### src/include/irq_route_consts.svh
`ifndef IRQ_ROUTE_CONSTS_SVH
`define IRQ_ROUTE_CONSTS_SVH

// irq pin count and each line's slot
`define NUM_LINES       10
`define L3              0
`define L4              1
`define L5              2
`define L6              3
`define L7              4
`define L9              5
`define L10             6
`define L11             7
`define L12             8
`define L15             9

// source slots: none plus eight
`define NUM_SRC         9

// register byte addresses
`define ADDR_CTRL       8'h00
`define ADDR_ISTAT      8'h04
`define ADDR_IEN        8'h08
`define ADDR_ICLR       8'h0c
`define ADDR_PINS       8'h10
`define ADDR_ROUTE0     8'h40
`define ADDR_ROUTE_END  8'h64

// field widths and reset values
`define CTRL_W          13
`define ROUTE_W         5
`define CTRL_RST        13'h01c0
`define ROUTE_RST       5'h00
`define IEN_RST         10'h000
`define RDATA_ZERO      32'h0000_0000

`endif

### src/include/irq_route_pkg.sv
`include "irq_route_consts.svh"
package irq_route_pkg;

    // source selection for a configurable line
    typedef enum logic [3:0] {
        SRC_NONE  = 4'h0,
        SRC_UART1 = 4'h1,
        SRC_UART2 = 4'h2,
        SRC_UARTS = 4'h3,
        SRC_LPT   = 4'h4,
        SRC_FDC   = 4'h5,
        SRC_EXT1  = 4'h6,
        SRC_EXT2  = 4'h7,
        SRC_EXT3  = 4'h8
    } src_t;

    // per-line routing register
    typedef struct packed {
        logic open_drain;   // 1: pull low while asserted, else float
        src_t sel;          // selected source
    } route_t;

    // global control register, msb first
    typedef struct packed {
        logic fdc_irq_en;   // 12
        logic ms_en2;       // 11 modem-status irq enable, channel 2
        logic ms_en1;       // 10
        logic alt_rate;     // 9  rate output level on line 5 pin
        logic l5_irq;       // 8  line 5 pin is an interrupt line
        logic l15_irq;      // 7  line 15 pin is an interrupt line
        logic l12_irq;      // 6  line 12 pin is an interrupt line
        logic ser2_low;     // 5  channel 2 on line 3
        logic ser1_low;     // 4  channel 1 on line 3
        logic lpt_on5;      // 3  legacy parallel irq on line 5, else 7
        logic lpt_en;       // 2  parallel interrupt enable
        logic ecp_en;       // 1  extended capabilities parallel mode
        logic cfg_mode;     // 0  configurable routing, else legacy
    } ctrl_t;

    // serial channel interrupt sources
    typedef struct packed {
        logic irq;          // channel interrupt request
        logic irq_en;       // channel interrupt enable
        logic dsr_chg;      // data_set_ready_change_flag
    } ser_src_t;

    // floppy controller interrupt sources
    typedef struct packed {
        logic exec_done;    // execution phase complete
        logic data_ready;   // byte ready for the host
        logic dma_mode;     // transfers run through dma
    } fdc_src_t;

    // whole block state
    typedef struct packed {
        ctrl_t                   ctrl;
        route_t [`NUM_LINES-1:0] route;
        logic [`NUM_LINES-1:0]   act;
        logic [`NUM_LINES-1:0]   istat;
        logic [`NUM_LINES-1:0]   ien;
        logic [`NUM_LINES-1:0]   pin_out;
        logic [`NUM_LINES-1:0]   pin_oe;
        logic                    dsr2_n;
        logic                    ir_rx2;
        logic                    lpt_pin_in;
        logic                    irq;
        logic [31:0]             rdata;
    } state_t;

endpackage

### src/design/multi_io_interrupt_routing.sv
// Functional notes
// each configurable line totem-pole or open-drain
// lines 3,4,5,6,7,9,10,11,12,15 are assignable
// each line driven from one selected source
// lines 12, 15, 5 share pins
// legacy serial irq on line 3 or 4
// legacy serial line drops after host service
// legacy line 5 follows acknowledge when enabled
// legacy line 7 follows acknowledge when enabled
// line 7 bidirectional only with ECP configured
// line 5 bidirectional only with ECP configured
// legacy line 6 on floppy execution complete
// line 6 on non-DMA floppy data ready
// data-set-ready change raises serial interrupt
// unassigned or disabled line is tri-stated; legacy mode always drives lines 3, 4 and 6
// routing mode set at reset, changed by software
//
// Added by the designer: the address-and-strobe port and the register addresses.

`timescale 1ns/100ps
`default_nettype none
`include "irq_route_consts.svh"

module multi_io_interrupt_routing (
    input  wire logic                    ref_clk,
    input  wire logic                    rst_n,
    input  wire logic [7:0]              reg_addr,
    input  wire logic [31:0]             reg_wdata,
    input  wire logic                    reg_wr,
    input  wire logic                    reg_rd,
    output logic [31:0]                  reg_rdata,

    input  wire irq_route_pkg::ser_src_t ser1,
    input  wire irq_route_pkg::ser_src_t ser2,
    input  wire irq_route_pkg::fdc_src_t fdc,
    input  wire logic                    ack_n,
    input  wire logic                    external_irq_input_2,
    input  wire logic                    external_irq_input_3,

    input  wire logic [`NUM_LINES-1:0]   irq_pin_in,
    output logic [`NUM_LINES-1:0]        irq_pin_out,
    output logic [`NUM_LINES-1:0]        irq_pin_oe,

    output logic                         data_set_ready_2_n,
    output logic                         infrared_receive_2,
    output logic                         lpt_irq_pin_in,
    output logic                         irq
);
    import irq_route_pkg::*;

    logic [1:0]            rst_sync_q;  // reset release synchroniser
    logic                  rst_ok;      // synchronised reset, high = running

    state_t                st_q;        // registered state
    state_t                st_d;        // next state

    logic [`NUM_SRC-1:0]   src_act;     // request level per source slot
    logic [`NUM_SRC-1:0]   src_en;      // enable per source slot

    logic                  ser1_act;    // channel 1 request
    logic                  ser2_act;    // channel 2 request
    logic                  lpt_act;     // parallel request level
    logic                  fdc_act;     // floppy request level
    logic                  ext1;        // external input 1 from line 15 pin

    logic [`NUM_LINES-1:0] leg_act;     // legacy request per line
    logic [`NUM_LINES-1:0] leg_en;      // legacy drive enable per line
    logic [`NUM_LINES-1:0] line_act;    // logical request per line
    logic [`NUM_LINES-1:0] line_out;    // pin value before sharing
    logic [`NUM_LINES-1:0] line_oe;     // pin enable before sharing

    logic [3:0]            route_idx;   // routing index from address

    // async assert, two-flop release: no runt reset edge
    always_ff @(posedge ref_clk or negedge rst_n) begin
        if (!rst_n) begin
            rst_sync_q <= 2'h0;
        end else begin
            rst_sync_q <= {rst_sync_q[0], 1'b1};
        end
    end
    assign rst_ok = rst_sync_q[1];

    // source levels; a uart request stays until the host services it
    assign ser1_act = ser1.irq | (ser1.dsr_chg & st_q.ctrl.ms_en1);
    assign ser2_act = ser2.irq | (ser2.dsr_chg & st_q.ctrl.ms_en2);

    assign lpt_act  = ack_n;
    assign fdc_act  = fdc.exec_done | (fdc.data_ready & ~fdc.dma_mode);
    // line 15 pin feeds external input 1 when not an irq line
    assign ext1     = ~st_q.ctrl.l15_irq & irq_pin_in[`L15];

    // source table indexed by the selection code
    always_comb begin
        src_act = '0;
        src_en  = '0;

        src_act[SRC_UART1] = ser1_act;
        src_en[SRC_UART1]  = ser1.irq_en;

        src_act[SRC_UART2] = ser2_act;
        src_en[SRC_UART2]  = ser2.irq_en;

        src_act[SRC_UARTS] = (ser1_act & ser1.irq_en) | (ser2_act & ser2.irq_en);
        src_en[SRC_UARTS]  = ser1.irq_en | ser2.irq_en;

        src_act[SRC_LPT]   = lpt_act;
        src_en[SRC_LPT]    = st_q.ctrl.lpt_en;

        src_act[SRC_FDC]   = fdc_act;
        src_en[SRC_FDC]    = st_q.ctrl.fdc_irq_en;

        src_act[SRC_EXT1]  = ext1;
        src_en[SRC_EXT1]   = ~st_q.ctrl.l15_irq;

        src_act[SRC_EXT2]  = external_irq_input_2;
        src_en[SRC_EXT2]   = 1'b1;

        src_act[SRC_EXT3]  = external_irq_input_3;
        src_en[SRC_EXT3]   = 1'b1;
    end

    // fixed legacy map; lines not listed float
    always_comb begin
        leg_act = '0;
        leg_en  = '0;

        leg_act[`L3] = (st_q.ctrl.ser1_low & ser1_act & ser1.irq_en)
                     | (st_q.ctrl.ser2_low & ser2_act & ser2.irq_en);
        leg_act[`L4] = (~st_q.ctrl.ser1_low & ser1_act & ser1.irq_en)
                     | (~st_q.ctrl.ser2_low & ser2_act & ser2.irq_en);

        leg_en[`L3]  = 1'b1;
        leg_en[`L4]  = 1'b1;

        leg_act[`L6] = fdc_act;
        leg_en[`L6]  = 1'b1;

        leg_act[`L5] = lpt_act;
        leg_en[`L5]  = st_q.ctrl.lpt_en & st_q.ctrl.lpt_on5;

        leg_act[`L7] = lpt_act;
        leg_en[`L7]  = st_q.ctrl.lpt_en & ~st_q.ctrl.lpt_on5;
    end

    // per-line driver
    for (genvar i = 0; i < `NUM_LINES; i++) begin : g_line
        logic cfg_ok;   // selection is a real, enabled source
        logic drv;      // line is driven by its source

        assign cfg_ok = (st_q.route[i].sel <= SRC_EXT3)
                      && src_en[st_q.route[i].sel];
        assign drv    = st_q.ctrl.cfg_mode ? cfg_ok : leg_en[i];
        assign line_act[i] = drv && (st_q.ctrl.cfg_mode ?
                             src_act[st_q.route[i].sel] : leg_act[i]);

        // open drain only ever pulls low
        always_comb begin
            if (st_q.ctrl.cfg_mode && st_q.route[i].open_drain) begin
                line_out[i] = 1'b0;
                line_oe[i]  = line_act[i];
            end else begin
                line_out[i] = line_act[i];
                line_oe[i]  = drv;
            end
        end
    end

    assign route_idx = 4'((reg_addr - `ADDR_ROUTE0) >> 2);

    // next state: registers, pin sharing, sticky status, read port
    always_comb begin
        st_d = st_q;
        // pin drivers before sharing overrides
        st_d.pin_out = line_out;
        st_d.pin_oe  = line_oe;

        // line 12 pin doubles as modem and infrared input
        if (!st_q.ctrl.l12_irq) begin
            st_d.pin_oe[`L12]  = 1'b0;
            st_d.pin_out[`L12] = 1'b0;
        end

        // line 15 pin doubles as external interrupt input 1
        if (!st_q.ctrl.l15_irq) begin
            st_d.pin_oe[`L15]  = 1'b0;
            st_d.pin_out[`L15] = 1'b0;
        end

        // line 5 pin doubles as alternate_rate_select_0 output
        if (!st_q.ctrl.l5_irq) begin
            st_d.pin_oe[`L5]  = 1'b1;
            st_d.pin_out[`L5] = st_q.ctrl.alt_rate;
        end

        // shared inputs idle high while the pin is an irq line
        st_d.dsr2_n = st_q.ctrl.l12_irq | irq_pin_in[`L12];
        st_d.ir_rx2 = st_q.ctrl.l12_irq | irq_pin_in[`L12];

        // parallel pin read back only as the ECP interrupt
        st_d.lpt_pin_in = 1'b0;
        if (st_q.ctrl.ecp_en) begin
            if (st_q.ctrl.cfg_mode ? (st_q.route[`L7].sel == SRC_LPT)
                                   : (st_q.ctrl.lpt_en & ~st_q.ctrl.lpt_on5)) begin
                st_d.lpt_pin_in = irq_pin_in[`L7];
            end else if (st_q.ctrl.l5_irq && (st_q.ctrl.cfg_mode ?
                         (st_q.route[`L5].sel == SRC_LPT)
                         : (st_q.ctrl.lpt_en & st_q.ctrl.lpt_on5))) begin
                st_d.lpt_pin_in = irq_pin_in[`L5];
            end
        end

        // rising request edge sets status; a set beats a same-cycle clear
        st_d.act   = line_act;
        st_d.istat = st_q.istat | (line_act & ~st_q.act);
        if (reg_wr && (reg_addr == `ADDR_ICLR)) begin
            st_d.istat = (st_q.istat & ~reg_wdata[`NUM_LINES-1:0])
                       | (line_act & ~st_q.act);
        end

        // software writes; routing changes only here
        if (reg_wr) begin
            if (reg_addr == `ADDR_CTRL) begin
                st_d.ctrl = ctrl_t'(reg_wdata[`CTRL_W-1:0]);
            end else if (reg_addr == `ADDR_IEN) begin
                st_d.ien = reg_wdata[`NUM_LINES-1:0];
            end else if ((reg_addr >= `ADDR_ROUTE0) && (reg_addr <= `ADDR_ROUTE_END)
                         && (reg_addr[1:0] == 2'h0)) begin
                st_d.route[route_idx] = route_t'(reg_wdata[`ROUTE_W-1:0]);
            end
        end

        // level interrupt from the next status, registered with it
        st_d.irq = |(st_d.istat & st_d.ien);

        // read data stand one cycle, zero otherwise and for holes
        st_d.rdata = `RDATA_ZERO;

        if (reg_rd) begin
            case (reg_addr)
                `ADDR_CTRL:  st_d.rdata = 32'(st_q.ctrl);
                `ADDR_ISTAT: st_d.rdata = 32'(st_q.istat);
                `ADDR_IEN:   st_d.rdata = 32'(st_q.ien);
                `ADDR_PINS:  st_d.rdata = {12'h000, 10'(st_q.act), 10'(irq_pin_in)};
                default: begin
                    if ((reg_addr >= `ADDR_ROUTE0) && (reg_addr <= `ADDR_ROUTE_END)
                        && (reg_addr[1:0] == 2'h0)) begin
                        st_d.rdata = 32'(st_q.route[route_idx]);
                    end
                end
            endcase
        end
    end

    // one register for the whole state; reset gives legacy routing
    always_ff @(posedge ref_clk or negedge rst_ok) begin
        if (!rst_ok) begin
            st_q        <= '0;

            st_q.ctrl   <= ctrl_t'(`CTRL_RST);
            st_q.ien    <= `IEN_RST;

            st_q.dsr2_n <= 1'b1;
            st_q.ir_rx2 <= 1'b1;
        end else begin
            st_q <= st_d;
        end
    end

    assign reg_rdata          = st_q.rdata;

    assign irq_pin_out        = st_q.pin_out;
    assign irq_pin_oe         = st_q.pin_oe;
    assign data_set_ready_2_n = st_q.dsr2_n;
    assign infrared_receive_2 = st_q.ir_rx2;
    assign lpt_irq_pin_in     = st_q.lpt_pin_in;
    assign irq                = st_q.irq;
endmodule
`default_nettype wire

### config.mk
export PLATFORM = sky130hd
export DESIGN_NAME = multi_io_interrupt_routing
export DESIGN_NICKNAME = d
export VERILOG_FILES = /design/src/include/irq_route_pkg.sv /design/src/design/multi_io_interrupt_routing.sv
export VERILOG_INCLUDE_DIRS = /design/src /design/src/include
export SDC_FILE = /design/constraint.sdc
export NUM_CORES = 1
export LEC_CHECK = 0
export ABC_AREA = 1
export ABC_CLOCK_PERIOD_IN_PS = 5100
export BUFFER_PORTS_ARGS = -buffer_cell sky130_fd_sc_hd__buf_2
export CAP_MARGIN = 10
export CELL_PAD_IN_SITES_DETAIL_PLACEMENT = 1
export CELL_PAD_IN_SITES_GLOBAL_PLACEMENT = 1
export CORE_MARGIN = 8
export CORE_UTILIZATION = 40
export DETAILED_ROUTE_END_ITERATION = 10
export GPL_TIMING_DRIVEN = 1
export PLACE_DENSITY_LB_ADDON = 0.1
export SKIP_LAST_GASP = 1
export SLEW_MARGIN = 25
export SYNTH_ARGS = -nofsm -noshare
export SYNTH_HDL_FRONTEND = slang
export SYNTH_SLANG_ARGS = --single-unit
### constraint.sdc
create_clock -name ref_clk -period 5.1 [get_ports ref_clk]
set_clock_uncertainty 0.1 [all_clocks]
set_input_delay 1.02 -clock ref_clk [delete_from_list [all_inputs] [get_ports ref_clk]]
set_output_delay 1.02 -clock ref_clk [all_outputs]
set_load 0.1 [all_outputs]
# Yosys cells after proc, flatten, opt, wreduce, memory -nomap -nowiden
# Cells that the tools add are included.
[totals] reg_bits=150 latchBits=0 ram_bits=0 mem_bits_ro=0 in_bits=66 out_inout_bits=56 memories=0
[op_classes] add_sub_neg=1 n_mul=0 div=0 n_lt_le_gt_ge=24 eq_ne=6 shifts=0 n_mux=103 bitwise_logic=38 n_reduce_logical=40
[ops] cell="$bmux W1 S4" n=20
[ops] cell="$pmux W20 S4" n=1
[ops] cell="$mux W1" n=71
[ops] cell="$lt A4 B5 Y1 const B" n=11
[ops] cell="$bwmux W50" n=1
[ops] cell="$le A4 B4 Y1 const B" n=10
[ops] cell="$mux W10" n=4
[ops] cell="$logic_and A1 B1 Y1" n=35
[ops] cell="$and A10 B10 Y10" n=3
[ops] cell="$bmux W5 S4" n=1
[ops] cell="$demux W5 S4" n=1
[ops] cell="$mux W20" n=1
[ops] cell="$not A10 Y10" n=2
[ops] cell="$or A10 B10 Y10" n=2
[ops] cell="$and A1 B1 Y1" n=16
[ops] cell="$eq A8 B4 Y1 const B" n=2
[ops] cell="$mux W5" n=3
[ops] cell="$reduce_or A10 Y1" n=1
[ops] cell="$eq A4 B3 Y1 const B" n=2
[ops] cell="$eq A8 B3 Y1 const B" n=1
[ops] cell="$eq A8 B5 Y1 const B" n=1
[ops] cell="$ge A8 B7 Y1 const B" n=1
[ops] cell="$le A8 B7 Y1 const B" n=1
[ops] cell="$logic_not A8 Y1" n=1
[ops] cell="other kinds (7)" n=20

# Longest topological paths before layout
[depth] depth_word=13 ltp_mapped=16 mapped_depth_nobuf=15

# Least setup slack after synthesis
# Ideal clock, no wire load.
[synth_path] path_kind="input-to-reg" startpoint="input reg_addr[5]" endpoint="register st_q (netlist bit reg_rdata[4])" t_arrival_ps=2308 required_time_ps=4918 setup_slack_ps=2610 stages=13 path_cell_list="buf_4 -> nor2_4 -> inv_2 -> nor2_4 -> nand2_2 -> inv_2 -> buf_2 -> nor2_1 -> nand3_1 -> inv_2 -> nor2_4 -> inv_2 -> o22ai_1"
[synth_lines] item="start: declaration" line_no="multi_io_interrupt_routing.sv:27" text="input wire logic [7:0] reg_addr,"
[synth_lines] item="end signal: assignment" line_no="multi_io_interrupt_routing.sv:266" text="st_q <= st_d;"
[synth_lines] item="end: declaration" line_no="multi_io_interrupt_routing.sv:54" text="state_t st_q;"

==> impl_metrics.env <==
export IMPL_run_status="finished, final reports clean"
export IMPL_final_max_slew_violation_count=0
export IMPL_yosysWarningCount=0
export IMPL_syn_avg_cell_area_um2=7.46
export IMPL_cts_htree_levels=4
export IMPL_top_level_ports=122
export IMPL_rsz0062_at_grt="false"
export IMPL_power_frac_seq_pct=41.1
export IMPL_power_static_leakage_nw=4.21
export IMPL_first_pass_grt_wire_length_um=43800
export IMPL_postCtsSetupBuffers=0
export IMPL_port_buffer_count=90
export IMPL_worst_path_max_delay_cell="nand3_1"
export IMPL_synthesized_flop_and_latch_total=138
export IMPL_tritoncts="yes"
export IMPL_drt_pass1_iter_count=5
export IMPL_hpwl_after_dpl_um=20800
export IMPL_dominantRegCellSynth="dfrtp_1"
export IMPL_detailedPlace_worstSlack_ns=1.39
export IMPL_total_cts_buffers=17
export IMPL_clk_tree_root_cell="clkbuf_16"
export IMPL_gate_count_after_technology_mapping=1061
export IMPL_height_of_the_die_um=157
export IMPL_critPathRequiredTime_ns=5.32
export IMPL_netlist_cell_type_count=43
export IMPL_globalRoute_busiestLayer="met2"
export IMPL_finalSetupTns_ns=0
export IMPL_worstMarginPinSlew_ns=0.927
export IMPL_ys_top_cells_by_count="nand2_1 (297), dfrtp_1 (134), inv_1 (113)"
export IMPL_clock_power_share_pct=45.4
export IMPL_mappedNetlistArea_um2=7910
export IMPL_cts_reportedPaths_clkPinSlew_ns=0.07
export IMPL_clk_path_buf_depth=2
export IMPL_synth_top_area_share_pct=42.4
export IMPL_setup_worst_path_end_class="flip-flop"
export IMPL_first_global_vias=7462
export IMPL_relSlewSlack_pct=38.1
export IMPL_initial_utilization_pct=40.6
export IMPL_critPathBufInv=3
export IMPL_async_flop_share_pct=100
export IMPL_grt_util_met1_pct=30.5
export IMPL_synth_seq_area_share_pct=43.7
export IMPL_finalWorstPathRequiredPeriod_ns=3.32
export IMPL_fin_nets=1158
export IMPL_grt_overflow_total=0
export IMPL_worst_skew_pair_late_latency_ns=0.43
export IMPL_synth_enable_flop_cells=0
export IMPL_hold_viol_final=0
export IMPL_vias_per_cell=5.39
export IMPL_power_combinational_fraction_pct=13.4
export IMPL_netlist_top_cells_area="dfrtp_1 (42%), nand2_1 (14%), inv_1 (5.4%)"
export IMPL_grt_start_max_net_pins=63
export IMPL_cts_hold_buf=0
export IMPL_area_added_between_synthesis_and_finish_pct=11.7
export IMPL_maxCapViolCount=0
export IMPL_grt_antenna_before_repair=0
export IMPL_worstPathMaxFanout=20
export IMPL_critical_path_arrival_ns=3.54
export IMPL_powerDensity_nw_per_um2=326
export IMPL_startpoint_type="input pin"
export IMPL_placementRows=51
export IMPL_final_setup_viol_count=0
export IMPL_core_area_um2=19500
export IMPL_postLayoutSetupSlackWorst_ns=1.78
export IMPL_grt_met2_usage_pct=38.9
export IMPL_multi_input_comb_area_um2=3450
export IMPL_die_width_um=157
export IMPL_timing_final_crit_share_pct=65.2
export IMPL_top_count_cell_post_synth="nand2_1"
export IMPL_route_vias_total=7389
export IMPL_grt_use_met3_pct=4.55
export IMPL_max_clock_freq_mhz=301
export IMPL_die_area_um2=24500
export IMPL_crit_chain="buf_2, inv_2, nand2_1, nor2_4, nand2_2, inv_2, nand3_1, o21ai_0, a21oi_1, nor2_1, nand3_1"
export IMPL_drt_first_iter_violations=517
export IMPL_power_internal_mw=1.97
export IMPL_min_delay_path_class="in2async"
export IMPL_layout_area_seq_um2=3460
export IMPL_synth_area_leader_cell="dfrtp_1"
export IMPL_post_cts_resize_count=0
export IMPL_power_ir_vdd_worst_uv=235
export IMPL_fraction_of_final_layout_cells_sized_beyond_drive_strength_1_pct=16.2
export IMPL_totalPowerFinal_mw=2.88
export IMPL_drtAntennaViolNets=0
export IMPL_switching_share_of_power_pct=31.4
export IMPL_finalWeightedCongestion=0.887
export IMPL_nFillCells=2460
export IMPL_cts_sinks=138
export IMPL_finalCoreUtilization_pct=45.4
export IMPL_wl_um=28700
export IMPL_power_switching_mw=0.905
export IMPL_grt_total_usage_pct=23.9
export IMPL_worstSetupPathType="in2reg"
export IMPL_timing_critical_path_max_delay_family="simple AND/OR/NAND/NOR gates"
export IMPL_wl_per_cell_um=20.9
export IMPL_critPathMaxStageDelay_ns=0.61
export IMPL_post_route_drc_count=0
## worst reg2reg max path: stages (launching register included)
cell      delay, ns
dfrtp_1        0.40
nand2_1        0.25
nand2_1        0.44
nand2_1        0.35
nand2_2        0.26
nand2_1        0.12
nand3_1        0.07
nand3_1        0.14
nand2_1        0.11
nand3b_1       0.19
nand2_1        0.10
nand2_1        0.07
nand2_1        0.06
nor2_1         0.11
nand3_1        0.08
## final timing paths
path                       slack, ns          start  cells past startpoint            end
min reg2reg                     0.26  rst_sync_q[0]                      0  rst_sync_q[1]
max                             1.78    reg_addr[2]                     11            irq
max in group asynchronous       3.46  rst_sync_q[1]                      1       st_q[60]
min in group ref_clk            0.26  rst_sync_q[0]                      0  rst_sync_q[1]
min                             0.26          rst_n                      1  rst_sync_q[1]
max reg2reg                     2.16      st_q[147]                     14            irq
## area by class of cell
type | count | area share [%]
Multi-Input combinational cell | 713 | 39.0
Clock inverter | 14 | 2.02
Sequential cell | 138 | 39.2
Antenna cell | 1 | 0.0283
Timing Repair Buffer | 97 | 5.69
Inverter | 125 | 5.37
Tap cell | 265 | 3.75
Clock buffer | 18 | 4.97
## per-stage QoR
| step | area (um2) | hold slack (ns) | cells |
|---|---|---|---|
| global route | 8830 | 0.243 | 1370 |
| global placement | 8220 | 0.239 | 1338 |
| detailed placement | 8220 | 0.238 | 1338 |
| CTS | 8830 | 0.243 | 1370 |
| floorplan | 7950 | 0.231 | 1072 |
| finish | 8840 | 0.257 | 1371 |
## metal layers
metal,up-vias,wire [um]
met3,61,1620
met4,0,1050
met5,-,0
met1,3625,12500
met2,236,13500
li1,3467,-
## registers in the layout (all words and copies together) (netlist names)
signal,flops
irq,1
irq_pin_oe,10
lpt_irq_pin_in,1
src_en,2
infrared_receive_2,1
rst_sync_q,2
st_q,91
irq_pin_out,10
reg_rdata,20
## cell families (layout without fill, tap and decap cells)
logic type	count (synthesis)	after routing	share of synthesized area (%)
flip-flops	138	138	43.7
AND/OR/NAND/NOR	465	465	26.0
AO/OA/AOI/OAI	233	233	16.7
buffers and inverters	221	254	13.2
multiplexers	2	2	0.285
other	2	14	0.0949
## cell usage in the layout (no fill, tap or decap), drive strengths merged, types with 2 or more instances in the layout
| master | n |
|---|---|
| nand2 | 308 |
| mux2 | 2 |
| buf | 97 |
| conb | 13 |
| nand3b | 4 |
| a22oi | 5 |
| a41oi | 5 |
| a21oi | 54 |
| nand3 | 72 |
| o221ai | 7 |
| nand4 | 13 |
| nor3 | 2 |
| clkbuf | 18 |
| o211ai | 2 |
| a221oi | 5 |
| nor4 | 2 |
| bufinv | 2 |
| o21ai | 128 |
| nor2 | 59 |
| a31oi | 8 |
| o22ai | 15 |
| dfstp | 4 |
| or2 | 4 |
| clkinv | 4 |
| dfrtp | 134 |
| inv | 132 |
## power by group through the flow
stage	registers, mW	clock network (mW)	logic (mW)
after CTS	1.18	1.33	0.385
after floorplan	1.22	0	0.257
after global routing	1.19	1.37	0.415
final	1.18	1.31	0.387
after global placement	1.20	0	0.379
after detailed placement	1.20	0	0.383
Note: power is estimated with default switching activity, not from simulation.
